--- src/include/sop_pkg.sv ---
package sop_pkg;
    localparam int AXI_AW = 12;
    // Register indices; byte address is four times the index
    localparam logic [11:0] IDX_CPU_MODE = 12'h0FB;
    localparam logic [11:0] IDX_CLK_SRC = 12'h216;
    localparam logic [11:0] IDX_PWR_CTL = 12'h0F0;
    localparam logic [11:0] ADDR_CPU_MODE = 12'h3EC;
    localparam logic [11:0] ADDR_CLK_SRC = 12'h858;
    localparam logic [11:0] ADDR_PWR_CTL = 12'h3C0;
    // CPU mode register fields
    localparam int CM_LOW_SPEED_BIT = 7;
    localparam int CM_MAIN_STOP_BIT = 6;
    localparam int CM_SUB_DRIVE_BIT = 5;
    localparam logic [7:0] CPU_MODE_RESET = 8'h20;
    // Clock source control fields
    localparam int CS_SEL_LO = 4;
    localparam int CS_SEL_HI = 5;
    localparam logic [7:0] CLK_SRC_RESET = 8'h00;
    // Power control: write bits are commands, read bits are status
    localparam int PC_STOP_BIT = 0;
    localparam int PC_WAIT_BIT = 1;
    localparam int PC_STATE_LO = 0;
    localparam int PC_MAIN_RUN_BIT = 4;
    localparam int PC_SUB_RUN_BIT = 5;
    localparam int PC_PHI_BIT = 6;
    localparam int PC_SRC_SUB_BIT = 7;
    // Stop-mode delay timers
    localparam logic [7:0] T3_PRELOAD = 8'hFF;
    localparam logic [7:0] T4_PRELOAD = 8'h07;
    localparam logic [3:0] PRESCALE_LAST = 4'hF;
    // Wake sources seen by wait mode
    localparam int WAKE_W = 16;
    localparam logic [15:0] WAIT_BLOCK_MASK = 16'hFFC0;
    localparam logic [1:0] AXI_OKAY = 2'b00;
    localparam logic [1:0] AXI_SLVERR = 2'b10;
    typedef enum logic [2:0] {
        SOP_RUN,
        SOP_WAIT,
        SOP_STOP_HALT,
        SOP_STOP_STAB
    } sop_state_t;
endpackage : sop_pkg

--- src/hdl/sop_sync.sv ---
`timescale 1ns/1ps
module sop_sync #(
    parameter int W = 1
) (
    input wire logic clk_sys_i,
    input wire logic rst_i,
    input wire logic [W-1:0] async_i,
    output logic [W-1:0] sync_o
);
    logic [W-1:0] meta_q;

    always_ff @(posedge clk_sys_i) begin
        if (rst_i) begin
            meta_q <= '0;
            sync_o <= '0;
        end else begin
            meta_q <= async_i;
            sync_o <= meta_q;
        end
    end
endmodule : sop_sync

--- src/hdl/sop_timer.sv ---
`timescale 1ns/1ps
// Down counter, reload on underflow: period is preload + 1 ticks
module sop_timer (
    input wire logic clk_sys_i,
    input wire logic rst_i,
    input wire logic load_i,
    input wire logic [7:0] preload_i,
    input wire logic tick_i,
    output logic ovf_o
);
    logic [7:0] count_q;

    always_ff @(posedge clk_sys_i) begin
        if (rst_i) begin
            count_q <= '0;
            ovf_o <= 1'b0;
        end else if (load_i) begin
            count_q <= preload_i;
            ovf_o <= 1'b0;
        end else begin
            ovf_o <= tick_i && (count_q == 8'h00);
            if (tick_i) begin
                count_q <= (count_q == 8'h00) ? preload_i : count_q - 8'h01;
            end
        end
    end
endmodule : sop_timer

--- src/hdl/sop_clock_ctrl.sv ---
// Implementation choices: the address map and register access over AXI4-Lite.
`timescale 1ns/1ps
module sop_clock_ctrl (
    input wire logic clk_sys_i,
    input wire logic rst_i,
    // AXI4-Lite slave
    input wire logic [sop_pkg::AXI_AW-1:0] s_axi_awaddr,
    input wire logic s_axi_awvalid,
    output logic s_axi_awready,
    input wire logic [31:0] s_axi_wdata,
    input wire logic [3:0] s_axi_wstrb,
    input wire logic s_axi_wvalid,
    output logic s_axi_wready,
    output logic [1:0] s_axi_bresp,
    output logic s_axi_bvalid,
    input wire logic s_axi_bready,
    input wire logic [sop_pkg::AXI_AW-1:0] s_axi_araddr,
    input wire logic s_axi_arvalid,
    output logic s_axi_arready,
    output logic [31:0] s_axi_rdata,
    output logic [1:0] s_axi_rresp,
    output logic s_axi_rvalid,
    input wire logic s_axi_rready,
    // Oscillator pins and wake sources
    input wire logic main_osc_input_i,
    input wire logic sub_osc_input_i,
    input wire logic display_osc_input_i,
    input wire logic ext_int_i,
    input wire logic [sop_pkg::WAKE_W-1:0] wake_req_i,
    // Clock outputs and oscillator controls
    output logic phi_o,
    output logic main_osc_en_o,
    output logic sub_osc_en_o,
    output logic sub_osc_drive_o,
    output logic display_clk_o,
    output logic halted_o
);
    import sop_pkg::*;

    sop_state_t state_q;
    logic [7:0] cpu_mode_q;
    logic [7:0] clk_src_q;
    logic cmd_stop_q;
    logic cmd_wait_q;
    logic [3:0] pins_sync;
    logic main_prev_q;
    logic sub_prev_q;
    logic tick_main;
    logic tick_sub;
    logic tick_src;
    logic src_sub_q;
    logic req_sub;
    logic phi_q;
    logic gated_q;
    logic halt_req;
    logic [3:0] prescale_q;
    logic tick16_q;
    logic timer_load;
    logic t3_ovf;
    logic t4_ovf;
    logic ext_int_sync;
    logic wait_wake;
    logic [AXI_AW-1:0] awaddr_q;
    logic aw_got_q;
    logic [7:0] wdata_q;
    logic wstrb0_q;
    logic w_got_q;
    logic wr_fire;
    logic [31:0] rd_word;
    logic rd_hit;

    sop_sync #(.W(4)) u_pin_sync (
        .clk_sys_i(clk_sys_i),
        .rst_i(rst_i),
        .async_i({ext_int_i, display_osc_input_i, sub_osc_input_i, main_osc_input_i}),
        .sync_o(pins_sync)
    );

    assign ext_int_sync = pins_sync[3];
    assign tick_main = pins_sync[0] && !main_prev_q;
    assign tick_sub = pins_sync[1] && !sub_prev_q;
    assign tick_src = src_sub_q ? tick_sub : tick_main;
    // Main stop forces the sub-clock even if the speed bit is still clear
    assign req_sub = cpu_mode_q[CM_LOW_SPEED_BIT] || cpu_mode_q[CM_MAIN_STOP_BIT];
    assign halt_req = (state_q != SOP_RUN);
    assign wait_wake = |(wake_req_i & ~WAIT_BLOCK_MASK);
    assign timer_load = cmd_stop_q && (state_q == SOP_RUN);

    always_ff @(posedge clk_sys_i) begin
        if (rst_i) begin
            main_prev_q <= 1'b0;
            sub_prev_q <= 1'b0;
        end else begin
            main_prev_q <= pins_sync[0];
            sub_prev_q <= pins_sync[1];
        end
    end

    // Internal clock: toggles on each source rising edge, so each level lasts
    // a full source period; switching and gating only happen with phi high
    always_ff @(posedge clk_sys_i) begin
        if (rst_i) begin
            phi_q <= 1'b1;
            gated_q <= 1'b0;
            src_sub_q <= 1'b0;
        end else if (req_sub != src_sub_q) begin
            if (phi_q && (req_sub ? tick_sub : tick_main)) begin
                src_sub_q <= req_sub;
            end else if (!phi_q && tick_src) begin
                phi_q <= 1'b1;
            end
        end else if (tick_src) begin
            if (halt_req && phi_q) begin
                gated_q <= 1'b1;
            end else if (!halt_req && gated_q) begin
                gated_q <= 1'b0;
            end else if (!gated_q) begin
                phi_q <= !phi_q;
            end
        end
    end

    // Oscillator / 16 count source for timer 3
    // Held clear outside stabilisation so the delay counts from the restart
    always_ff @(posedge clk_sys_i) begin
        if (rst_i || (state_q != SOP_STOP_STAB)) begin
            prescale_q <= '0;
            tick16_q <= 1'b0;
        end else begin
            tick16_q <= tick_src && (prescale_q == PRESCALE_LAST) && (state_q == SOP_STOP_STAB);
            if (tick_src) begin
                prescale_q <= prescale_q + 4'h1;
            end
        end
    end

    // Timer 3 chained into timer 4; 16 x 256 x 8 source cycles of delay
    sop_timer u_timer3 (
        .clk_sys_i(clk_sys_i),
        .rst_i(rst_i),
        .load_i(timer_load),
        .preload_i(T3_PRELOAD),
        .tick_i(tick16_q),
        .ovf_o(t3_ovf)
    );

    sop_timer u_timer4 (
        .clk_sys_i(clk_sys_i),
        .rst_i(rst_i),
        .load_i(timer_load),
        .preload_i(T4_PRELOAD),
        .tick_i(t3_ovf),
        .ovf_o(t4_ovf)
    );

    always_ff @(posedge clk_sys_i) begin
        if (rst_i) begin
            state_q <= SOP_RUN;
        end else begin
            unique case (state_q)
                SOP_RUN: begin
                    if (cmd_stop_q) begin
                        state_q <= SOP_STOP_HALT;
                    end else if (cmd_wait_q) begin
                        state_q <= SOP_WAIT;
                    end
                end
                SOP_WAIT: begin
                    if (wait_wake) begin
                        state_q <= SOP_RUN;
                    end
                end
                SOP_STOP_HALT: begin
                    if (ext_int_sync && gated_q) begin
                        state_q <= SOP_STOP_STAB;
                    end
                end
                SOP_STOP_STAB: begin
                    if (t4_ovf) begin
                        state_q <= SOP_RUN;
                    end
                end
                default: state_q <= SOP_RUN;
            endcase
        end
    end

    // Oscillators: off while the clock is parked high in stop halt, on again for stabilisation; main also off while main stop is set
    always_ff @(posedge clk_sys_i) begin
        if (rst_i) begin
            main_osc_en_o <= 1'b1;
            sub_osc_en_o <= 1'b1;
            sub_osc_drive_o <= 1'b1;
            phi_o <= 1'b1;
            halted_o <= 1'b0;
            display_clk_o <= 1'b0;
        end else begin
            main_osc_en_o <= !cpu_mode_q[CM_MAIN_STOP_BIT] && !((state_q == SOP_STOP_HALT) && gated_q);
            sub_osc_en_o <= !((state_q == SOP_STOP_HALT) && gated_q);
            sub_osc_drive_o <= cpu_mode_q[CM_SUB_DRIVE_BIT];
            phi_o <= phi_q;
            halted_o <= gated_q;
            // Plain mux: software should change the source with display idle
            display_clk_o <= (clk_src_q[CS_SEL_HI:CS_SEL_LO] == 2'b00) ? pins_sync[1] : pins_sync[2];
        end
    end

    // AXI4-Lite write side
    assign wr_fire = aw_got_q && w_got_q && !s_axi_bvalid;

    always_ff @(posedge clk_sys_i) begin
        if (rst_i) begin
            s_axi_awready <= 1'b1;
            s_axi_wready <= 1'b1;
            s_axi_bvalid <= 1'b0;
            s_axi_bresp <= AXI_OKAY;
            aw_got_q <= 1'b0;
            w_got_q <= 1'b0;
            awaddr_q <= '0;
            wdata_q <= '0;
            wstrb0_q <= 1'b0;
        end else begin
            if (s_axi_awvalid && s_axi_awready) begin
                awaddr_q <= s_axi_awaddr;
                aw_got_q <= 1'b1;
                s_axi_awready <= 1'b0;
            end
            if (s_axi_wvalid && s_axi_wready) begin
                wdata_q <= s_axi_wdata[7:0];
                wstrb0_q <= s_axi_wstrb[0];
                w_got_q <= 1'b1;
                s_axi_wready <= 1'b0;
            end
            if (wr_fire) begin
                s_axi_bvalid <= 1'b1;
                s_axi_bresp <= (awaddr_q == ADDR_CPU_MODE || awaddr_q == ADDR_CLK_SRC ||
                                awaddr_q == ADDR_PWR_CTL) ? AXI_OKAY : AXI_SLVERR;
                aw_got_q <= 1'b0;
                w_got_q <= 1'b0;
            end
            if (s_axi_bvalid && s_axi_bready) begin
                s_axi_bvalid <= 1'b0;
                s_axi_awready <= 1'b1;
                s_axi_wready <= 1'b1;
            end
        end
    end

    // Register stores and one-cycle instruction strobes
    always_ff @(posedge clk_sys_i) begin
        if (rst_i) begin
            cpu_mode_q <= CPU_MODE_RESET;
            clk_src_q <= CLK_SRC_RESET;
            cmd_stop_q <= 1'b0;
            cmd_wait_q <= 1'b0;
        end else begin
            cmd_stop_q <= 1'b0;
            cmd_wait_q <= 1'b0;
            if (wr_fire && wstrb0_q) begin
                if (awaddr_q == ADDR_CPU_MODE) begin
                    cpu_mode_q <= wdata_q & 8'hE0;
                end else if (awaddr_q == ADDR_CLK_SRC) begin
                    clk_src_q <= wdata_q & 8'h30;
                end else if (awaddr_q == ADDR_PWR_CTL) begin
                    cmd_stop_q <= wdata_q[PC_STOP_BIT];
                    cmd_wait_q <= wdata_q[PC_WAIT_BIT] && !wdata_q[PC_STOP_BIT];
                end
            end
        end
    end

    // AXI4-Lite read side
    always_comb begin
        rd_word = 32'h0000_0000;
        rd_hit = 1'b1;
        if (s_axi_araddr == ADDR_CPU_MODE) begin
            rd_word[7:0] = cpu_mode_q;
        end else if (s_axi_araddr == ADDR_CLK_SRC) begin
            rd_word[7:0] = clk_src_q;
        end else if (s_axi_araddr == ADDR_PWR_CTL) begin
            rd_word[PC_STATE_LO+2:PC_STATE_LO] = state_q;
            rd_word[PC_MAIN_RUN_BIT] = main_osc_en_o;
            rd_word[PC_SUB_RUN_BIT] = sub_osc_en_o;
            rd_word[PC_PHI_BIT] = phi_q;
            rd_word[PC_SRC_SUB_BIT] = src_sub_q;
        end else begin
            rd_hit = 1'b0;
        end
    end

    always_ff @(posedge clk_sys_i) begin
        if (rst_i) begin
            s_axi_arready <= 1'b1;
            s_axi_rvalid <= 1'b0;
            s_axi_rdata <= 32'h0000_0000;
            s_axi_rresp <= AXI_OKAY;
        end else begin
            if (s_axi_arvalid && s_axi_arready) begin
                s_axi_rdata <= rd_word;
                s_axi_rresp <= rd_hit ? AXI_OKAY : AXI_SLVERR;
                s_axi_rvalid <= 1'b1;
                s_axi_arready <= 1'b0;
            end
            if (s_axi_rvalid && s_axi_rready) begin
                s_axi_rvalid <= 1'b0;
                s_axi_arready <= 1'b1;
            end
        end
    end
endmodule : sop_clock_ctrl

--- config.mk ---
export PLATFORM = sky130hd
export DESIGN_NAME = sop_clock_ctrl
export DESIGN_NICKNAME = d
export VERILOG_FILES = /design/src/include/sop_pkg.sv /design/src/hdl/sop_sync.sv /design/src/hdl/sop_timer.sv /design/src/hdl/sop_clock_ctrl.sv
export SDC_FILE = /design/constraint.sdc
export NUM_CORES = 1
export LEC_CHECK = 0
export BUFFER_PORTS_ARGS = -buffer_cell sky130_fd_sc_hd__buf_2
export CAP_MARGIN = 20
export CORE_MARGIN = 2
export CORE_UTILIZATION = 40
export DETAILED_ROUTE_END_ITERATION = 8
export HOLD_SLACK_MARGIN = 0.12
export PLACE_DENSITY_LB_ADDON = 0.1
export SYNTH_ARGS = -nofsm -noshare
export SYNTH_HDL_FRONTEND = slang
export SYNTH_SLANG_ARGS = --single-unit
export TNS_END_PERCENT = 100
--- constraint.sdc ---
create_clock -name clk_sys_i -period 1.8 [get_ports clk_sys_i]
set_input_delay 0.18 -clock clk_sys_i [delete_from_list [all_inputs] [get_ports clk_sys_i]]
set_output_delay 0.18 -clock clk_sys_i [all_outputs]
set_load 0.01 [all_outputs]
==> flow_metrics.tcl, run 1 <==
set metrics [dict create \
    status "finished, final reports clean" \
    clk_path_buf_depth 2 \
    die_h_um 99.3 \
    area_growth_pct 26.3 \
    antenna_cells 0 \
    slew_headroom_pct 64.2 \
    end_kind "flip-flop" \
    num_rows 34 \
    place_hpwl_um 5590 \
    synth.top_cell.area_share_pct 46.8 \
    place.gp.congestion 0.762 \
    clk_pin_slew_worst_paths_ps 80 \
    layout.cells.non_filler 639 \
    final_hold_viol_count 0 \
    async_flop_share_pct 0 \
    finalCritPeriodShare_pct 96.8 \
    required_ps 2090 \
    route.met3.wl_um 312 \
    die_area_sq_um 9870 \
    syn_area_per_cell_sq_um 8.68 \
    synth_cell_types 56 \
    power_frac_seq_pct 52.2 \
    power_frac_comb_pct 8.9 \
    htreeDepth 3 \
    root_buffer "clkbuf_8" \
    multiInputGateArea_sq_um 1720 \
    drt_iter0_markers 64 \
    fin_crit_ps 1740 \
    synthTopCellsByCount "85 x dfxtp_1, 55 x nand2_1, 38 x a21oi_1, 28 x buf_4, 27 x nor2_1" \
    final_util_pct 52.4 \
    synthFlopType "dfxtp_1" \
    syn_inst 419 \
    grt-ovfl-total 0 \
    vias 3122 \
    die_w_um 99.3 \
    tritoncts "done" \
    rsz0062_at_grt "false" \
    clock_latency_ps 360 \
    ys_top_cells_by_area "dfxtp_1 47%, buf_4 5.8%, nand2_1 5.7%, a21oi_1 5.2%, nor2_1 2.8%" \
    drive_above_1_share_pct 20.9 \
    power.density_nw_per_um2 826 \
    path_class "reg -> reg" \
    fill_cells 840 \
    ir_drop_mv 0.445 \
    ff2ff_setup_slack_ps 60 \
    leakagePower_nw 1.89 \
    synth_most_common_cell "dfxtp_1" \
    fmax_mhz 574 \
    drv_cap 0 \
    final_nets 619 \
    synth_top_area_cell "dfxtp_1" \
    dr_wl_met2_um 3680 \
    tightest_slew_ps 533 \
    drt_first_pass_iters 4 \
    finalSetupViolCount 0 \
    critPathLaunchType "flip-flop" \
    crit_fanout 3 \
    sw_frac_of_total_pct 23.3 \
    place_inst 595 \
    grt_max_degree 35 \
    viasPerCell 4.89 \
    synthesis.area_sq_um 3640 \
    numCtsBuffers 9 \
    post_cts_buffers 0 \
    p_int_mw 2.91 \
    register_area_sq_um 1700 \
    wl_per_cell_um 12.3 \
    worstPathArrival_ps 2030 \
    start_util_pct 41.5 \
    clock_sinks 85 \
    wl_met1_um 3740 \
    wl_um 7870 \
    antenna_found_initial 0 \
    ys_warn_count 0 \
    p_switching_mw 0.885 \
    ios 134 \
    ant_nets 0 \
    grtUsageTotal_pct 16.3 \
    yosys_register_bits 85 \
    drc 0 \
    finalSetupTns_ps 0 \
    synth-edff-count 0 \
    drv_slew 0 \
    port_buffers 66 \
    fin_worst_skew_ps 6.47 \
    maxUsedRoutingLayer "met4" \
    ys_seq_area_share_pct 46.8 \
    grt_pass1_wl_um 13100 \
    worstHoldPathType "in -> reg" \
    core_area_sq_um 8760 \
    grt_pass1_vias 2895 \
    p_clk_share_pct 39.0 \
]
-- power groups by stage --
stage	registers, mW	logic (mW)	clock network (mW)
2_1_floorplan	2.02	0.218	0
4_1_cts	1.98	0.335	1.52
3_3_place_gp	2.02	0.282	0
3_5_place_dp	2.02	0.287	0
6_report	1.98	0.336	1.48
5_1_grt	1.99	0.377	1.61
-- layout make-up --
class | count | share of cell area [%]
clock buffers | 11 | 3.08
flip-flops and latches | 85 | 37.1
multi-input cells | 302 | 37.4
repair buffers | 114 | 16.6
well taps | 108 | 2.94
clock inverters | 4 | 1.58
inverters | 15 | 1.23
-- path summary, 6_finish.rpt --
kind | startpoint | endpoint | cells after the start
max reg2reg | u_timer4.count_q[2]$_SDFFE_PP0P_ | u_timer4.count_q[0]$_SDFFE_PP0P_ | 4
min | s_axi_wvalid | s_axi_wready$_SDFFE_PP1P_ | 2
min reg2reg | u_pin_sync.meta_q[2]$_SDFF_PP0_ | u_pin_sync.sync_o[2]$_SDFF_PP0_ | 1
max | u_timer4.count_q[2]$_SDFFE_PP0P_ | u_timer4.count_q[0]$_SDFFE_PP0P_ | 4
-- per-layer routing --
| metal | track usage, % | vias to the layer above |
|---|---|---|
| met3 | 3.51 | 12 |
| met5 | 0 | - |
| met1 | 20.8 | 1431 |
| met4 | 6.32 | 0 |
| li1 | - | 1611 |
| met2 | 27.0 | 68 |
-- layout by cell type, fill, tap and decap left out, types with 2 or more instances in the layout --
cell           synthesis  routed
a21oi_1               38      37
nor4_1                 8       8
and2_0                 2       2
a31oi_1                7       7
nor3b_1                3       3
conb_1                 1      28
nor3_1                 9       9
ha_1                   5       5
nand2_1               55      55
dfxtp_1               85      84
or3b_1                 2       2
o21ai_0               15      15
clkbuf_8               0      10
or3_1                  5       5
bufinv_16              0       2
o31ai_1                3       3
nand3b_1               3       3
buf_4                 28      19
nand4_1                2       2
or4_1                  4       2
and3b_1                3       3
xnor2_1                8       8
xor2_1                 7       7
nor2b_1               10      10
or4b_1                 2       2
nor2_1                27      27
inv_1                 15      15
or4_4                  1       3
and2_1                 3       3
a221oi_1               2       2
buf_2                  0      66
nand2b_1               4       4
nor4b_1                2       2
dlygate4sd3_1          0      29
mux2i_1                4       4
nand3_1               19      19
-- what timing repair did --
action,4_1_cts,5_1_grt
hold endpoints to repair,31,0
endpoints found under the setup margin,0,10
hold buffers,29,0
resized for setup,0,4
-- per-stage QoR --
| step | worst slack [ps] | total power, mW | hold WS (ps) | instance area (sq um) |
|---|---|---|---|---|
| after floorplan | 16.7 | 2.23 | 280 | 3740 |
| after global placement | 44.2 | 2.30 | 391 | 4070 |
| after detailed placement | 48.9 | 2.31 | 398 | 4070 |
| after CTS | 17.0 | 3.83 | 126 | 4580 |
| after global routing | 14.5 | 3.97 | 152 | 4590 |
| final | 56.8 | 3.79 | 127 | 4590 |
-- cells by family (layout without fill, tap and decap cells) --
kind of cell | count (synthesis) | in the layout | share of synthesized area, %
other cells | 1 | 28 | 0.103
compound gates | 80 | 80 | 13.4
fa+ha+maj | 5 | 5 | 1.72
mux | 5 | 5 | 1.41
simple gates | 169 | 169 | 23.9
xor+xnor | 15 | 15 | 3.61
flops | 85 | 85 | 46.8
buf+inv | 59 | 144 | 9.02
-- flip-flops by register name, summed over array words and instances, names as in the netlist, 2 cells and up --
name and flops:
prescale_q 4, u_timer4.count_q 8, awaddr_q 12, wdata_q 6, u_pin_sync.meta_q 4, u_pin_sync.sync_o 4
s_axi_rdata 6, cpu_mode_q 3, u_timer3.count_q 8, clk_src_q 2, state_q 2
-- worst max-delay path, stage by stage (launching register included) --
cell and delay, ps:
dfxtp_1 320, or4_4 550, or4_4 500, buf_4 160
a31oi_1 150
(Power assumes the default switching activity.)
==> run 2, diff against run 1 <==
- clock period: 1.8 -> 2.15 ns (I/O delays scaled with it)
==> run 2 against run 1 <==
Power fell by 19%. Sequential share of layout area is 1.5 points higher. Routed wire length is 3.2% lower. Setup slack improved by 200 ps. Core utilization fell by 2.0 points. Sequential power fell by 17%. Cell count fell by 2.7%. Non-clock buffer count is 18 lower. Critical endpoint is now u_timer4.count_q[7]$_SDFFE_PP0P_.
==> flow_metrics.tcl, run 2 (synthesized netlist as in run 1, its figures left out) <==
set metrics [dict create \
    die_w_um 99.3 \
    end_kind "flip-flop" \
    vias 3035 \
    grt_pass1_wl_um 13100 \
    final_cell_mix "85 x dfxtp_1, 66 x buf_2, 55 x nand2_1, 38 x a21oi_1, 28 x conb_1" \
    numCtsBuffers 9 \
    area_growth_pct 21.3 \
    critPathMaxStageDelay_ps 590 \
    die_h_um 99.3 \
    grt_use_met1_pct 21.5 \
    core_area_sq_um 8760 \
    rsz0062_at_grt "false" \
    fin_worst_skew_ps 8.54 \
    regMostFlops "awaddr_q" \
    grt_util_met2_pct 26.2 \
    worstHoldPathType "in -> reg" \
    wl_um 7620 \
    htreeDepth 3 \
    grt-ovfl-total 0 \
    wl_per_cell_um 12.2 \
    final_nets 601 \
    clk_path_buf_depth 2 \
    register_area_sq_um 1700 \
    multiInputGateArea_sq_um 1710 \
    drt_first_pass_iters 4 \
    path_class "reg -> reg" \
    status "finished, final reports clean" \
    start_util_pct 41.5 \
    postCtsResizedCells 0 \
    antenna_cells 0 \
    grt_max_degree 33 \
    required_ps 2390 \
    worstPathArrival_ps 2130 \
    die_area_sq_um 9870 \
    p_int_mw 2.31 \
    grt_pass1_vias 2879 \
    p_clk_share_pct 37.3 \
    antenna_found_initial 0 \
    drc 0 \
    clock_latency_ps 350 \
    place.gp.congestion 0.802 \
    p_switching_mw 0.750 \
    final_hold_viol_count 0 \
    path_cells "or4_1 > or4_1 > nand2_1 > nor2_1" \
    crit_fanout 5 \
    gr-max-usage-layer "met2" \
    leakagePower_nw 1.79 \
    ios 134 \
    tritoncts "done" \
    largest_reg_flops 12 \
    post-place-ws_ps 270 \
    sw_frac_of_total_pct 24.5 \
    cp_slowest_cell "or4_1" \
    drt_iter0_markers 51 \
    cpMostUsedCell "or4_1" \
    finalSetupTns_ps 0 \
    power.density_nw_per_um2 694 \
    tightest_slew_ps 531 \
    clk_pin_slew_worst_paths_ps 80 \
    fin_ws_ps 257 \
    clock_sinks 85 \
    met3_usage_pct 4.01 \
    viasPerCell 4.88 \
    fill_cells 863 \
    root_buffer "clkbuf_8" \
    finalSetupViolCount 0 \
    port_buffers 66 \
    slew_headroom_pct 64.3 \
    drv_slew 0 \
    grtUsageTotal_pct 16.3 \
    place_hpwl_um 5420 \
    drv_cap 0 \
    critPathLaunchType "flip-flop" \
    fin_crit_ps 1890 \
    ir_drop_mv 0.339 \
    drive_above_1_share_pct 18.9 \
    final_common_cell "dfxtp_1" \
    num_rows 34 \
    power_frac_seq_pct 54.0 \
    ant_nets 0 \
    largestRegisters "awaddr_q: 12 flops, u_timer3.count_q: 8 flops, u_timer4.count_q: 8 flops" \
    power_frac_comb_pct 8.7 \
    fmax_mhz 528 \
    holdWs_ps 132 \
    finalCritPeriodShare_pct 88.0 \
]
[run 2: per-stage QoR]
stage / cell area [sq um] / utilization (%) / instances / power, mW
after CTS: 4400 / 50.2 / 621 / 3.11
after floorplan: 3740 / - / 446 / 1.87
after global routing: 4410 / 50.3 / 622 / 3.23
final: 4410 / 50.3 / 622 / 3.06
after detailed placement: 3990 / 45.5 / 584 / 1.93
after global placement: 3990 / 45.5 / 584 / 1.92
[run 2: final timing paths]
kind                                    startpoint                          endpoint  slack, ps  cells after the start
hold / removal                        s_axi_bready        s_axi_awready$_SDFFE_PP1P_        130                      3
setup / recovery  u_timer4.count_q[2]$_SDFFE_PP0P_  u_timer4.count_q[7]$_SDFFE_PP0P_        260                      4
setup reg to reg  u_timer4.count_q[2]$_SDFFE_PP0P_  u_timer4.count_q[7]$_SDFFE_PP0P_        260                      4
hold reg to reg    u_pin_sync.meta_q[1]$_SDFF_PP0_   u_pin_sync.sync_o[1]$_SDFF_PP0_        440                      1
[run 2: metal layers]
| metal | vias to the layer above | wire, um |
|---|---|---|
| li1 | 1572 | - |
| met1 | 1380 | 3660 |
| met2 | 77 | 3520 |
| met3 | 6 | 355 |
| met4 | 0 | 86 |
| met5 | - | 0 |
[run 2: worst max-delay path, delay by kind of cell (launching register included)]
family,cells,cell delay [ps]
and+or+nand+nor,4,1430
DFF,1,350
[run 2: area by class of cell]
cell class / instances / area share (%)
Multi-Input combinational cell: 302 / 38.7
Sequential cell: 85 / 38.6
Clock inverter: 5 / 1.33
Inverter: 15 / 1.28
Timing Repair Buffer: 96 / 13.8
Clock buffer: 11 / 3.20
Tap cell: 108 / 3.06
[run 2: repair_timing]
| item | in CTS | in global routing |
|---|---|---|
| hold endpoints to repair | 21 | 1 |
| hold buffers | 21 | 1 |
| buffers inserted | 0 | 0 |
[run 2: power by group through the flow]
stage,combinational [mW],sequential [mW],clock [mW]
detailed placement,0.236,1.69,0
floorplan,0.182,1.69,0
global placement,0.232,1.69,0
global route,0.301,1.66,1.27
finish,0.266,1.65,1.14
CTS,0.265,1.65,1.19
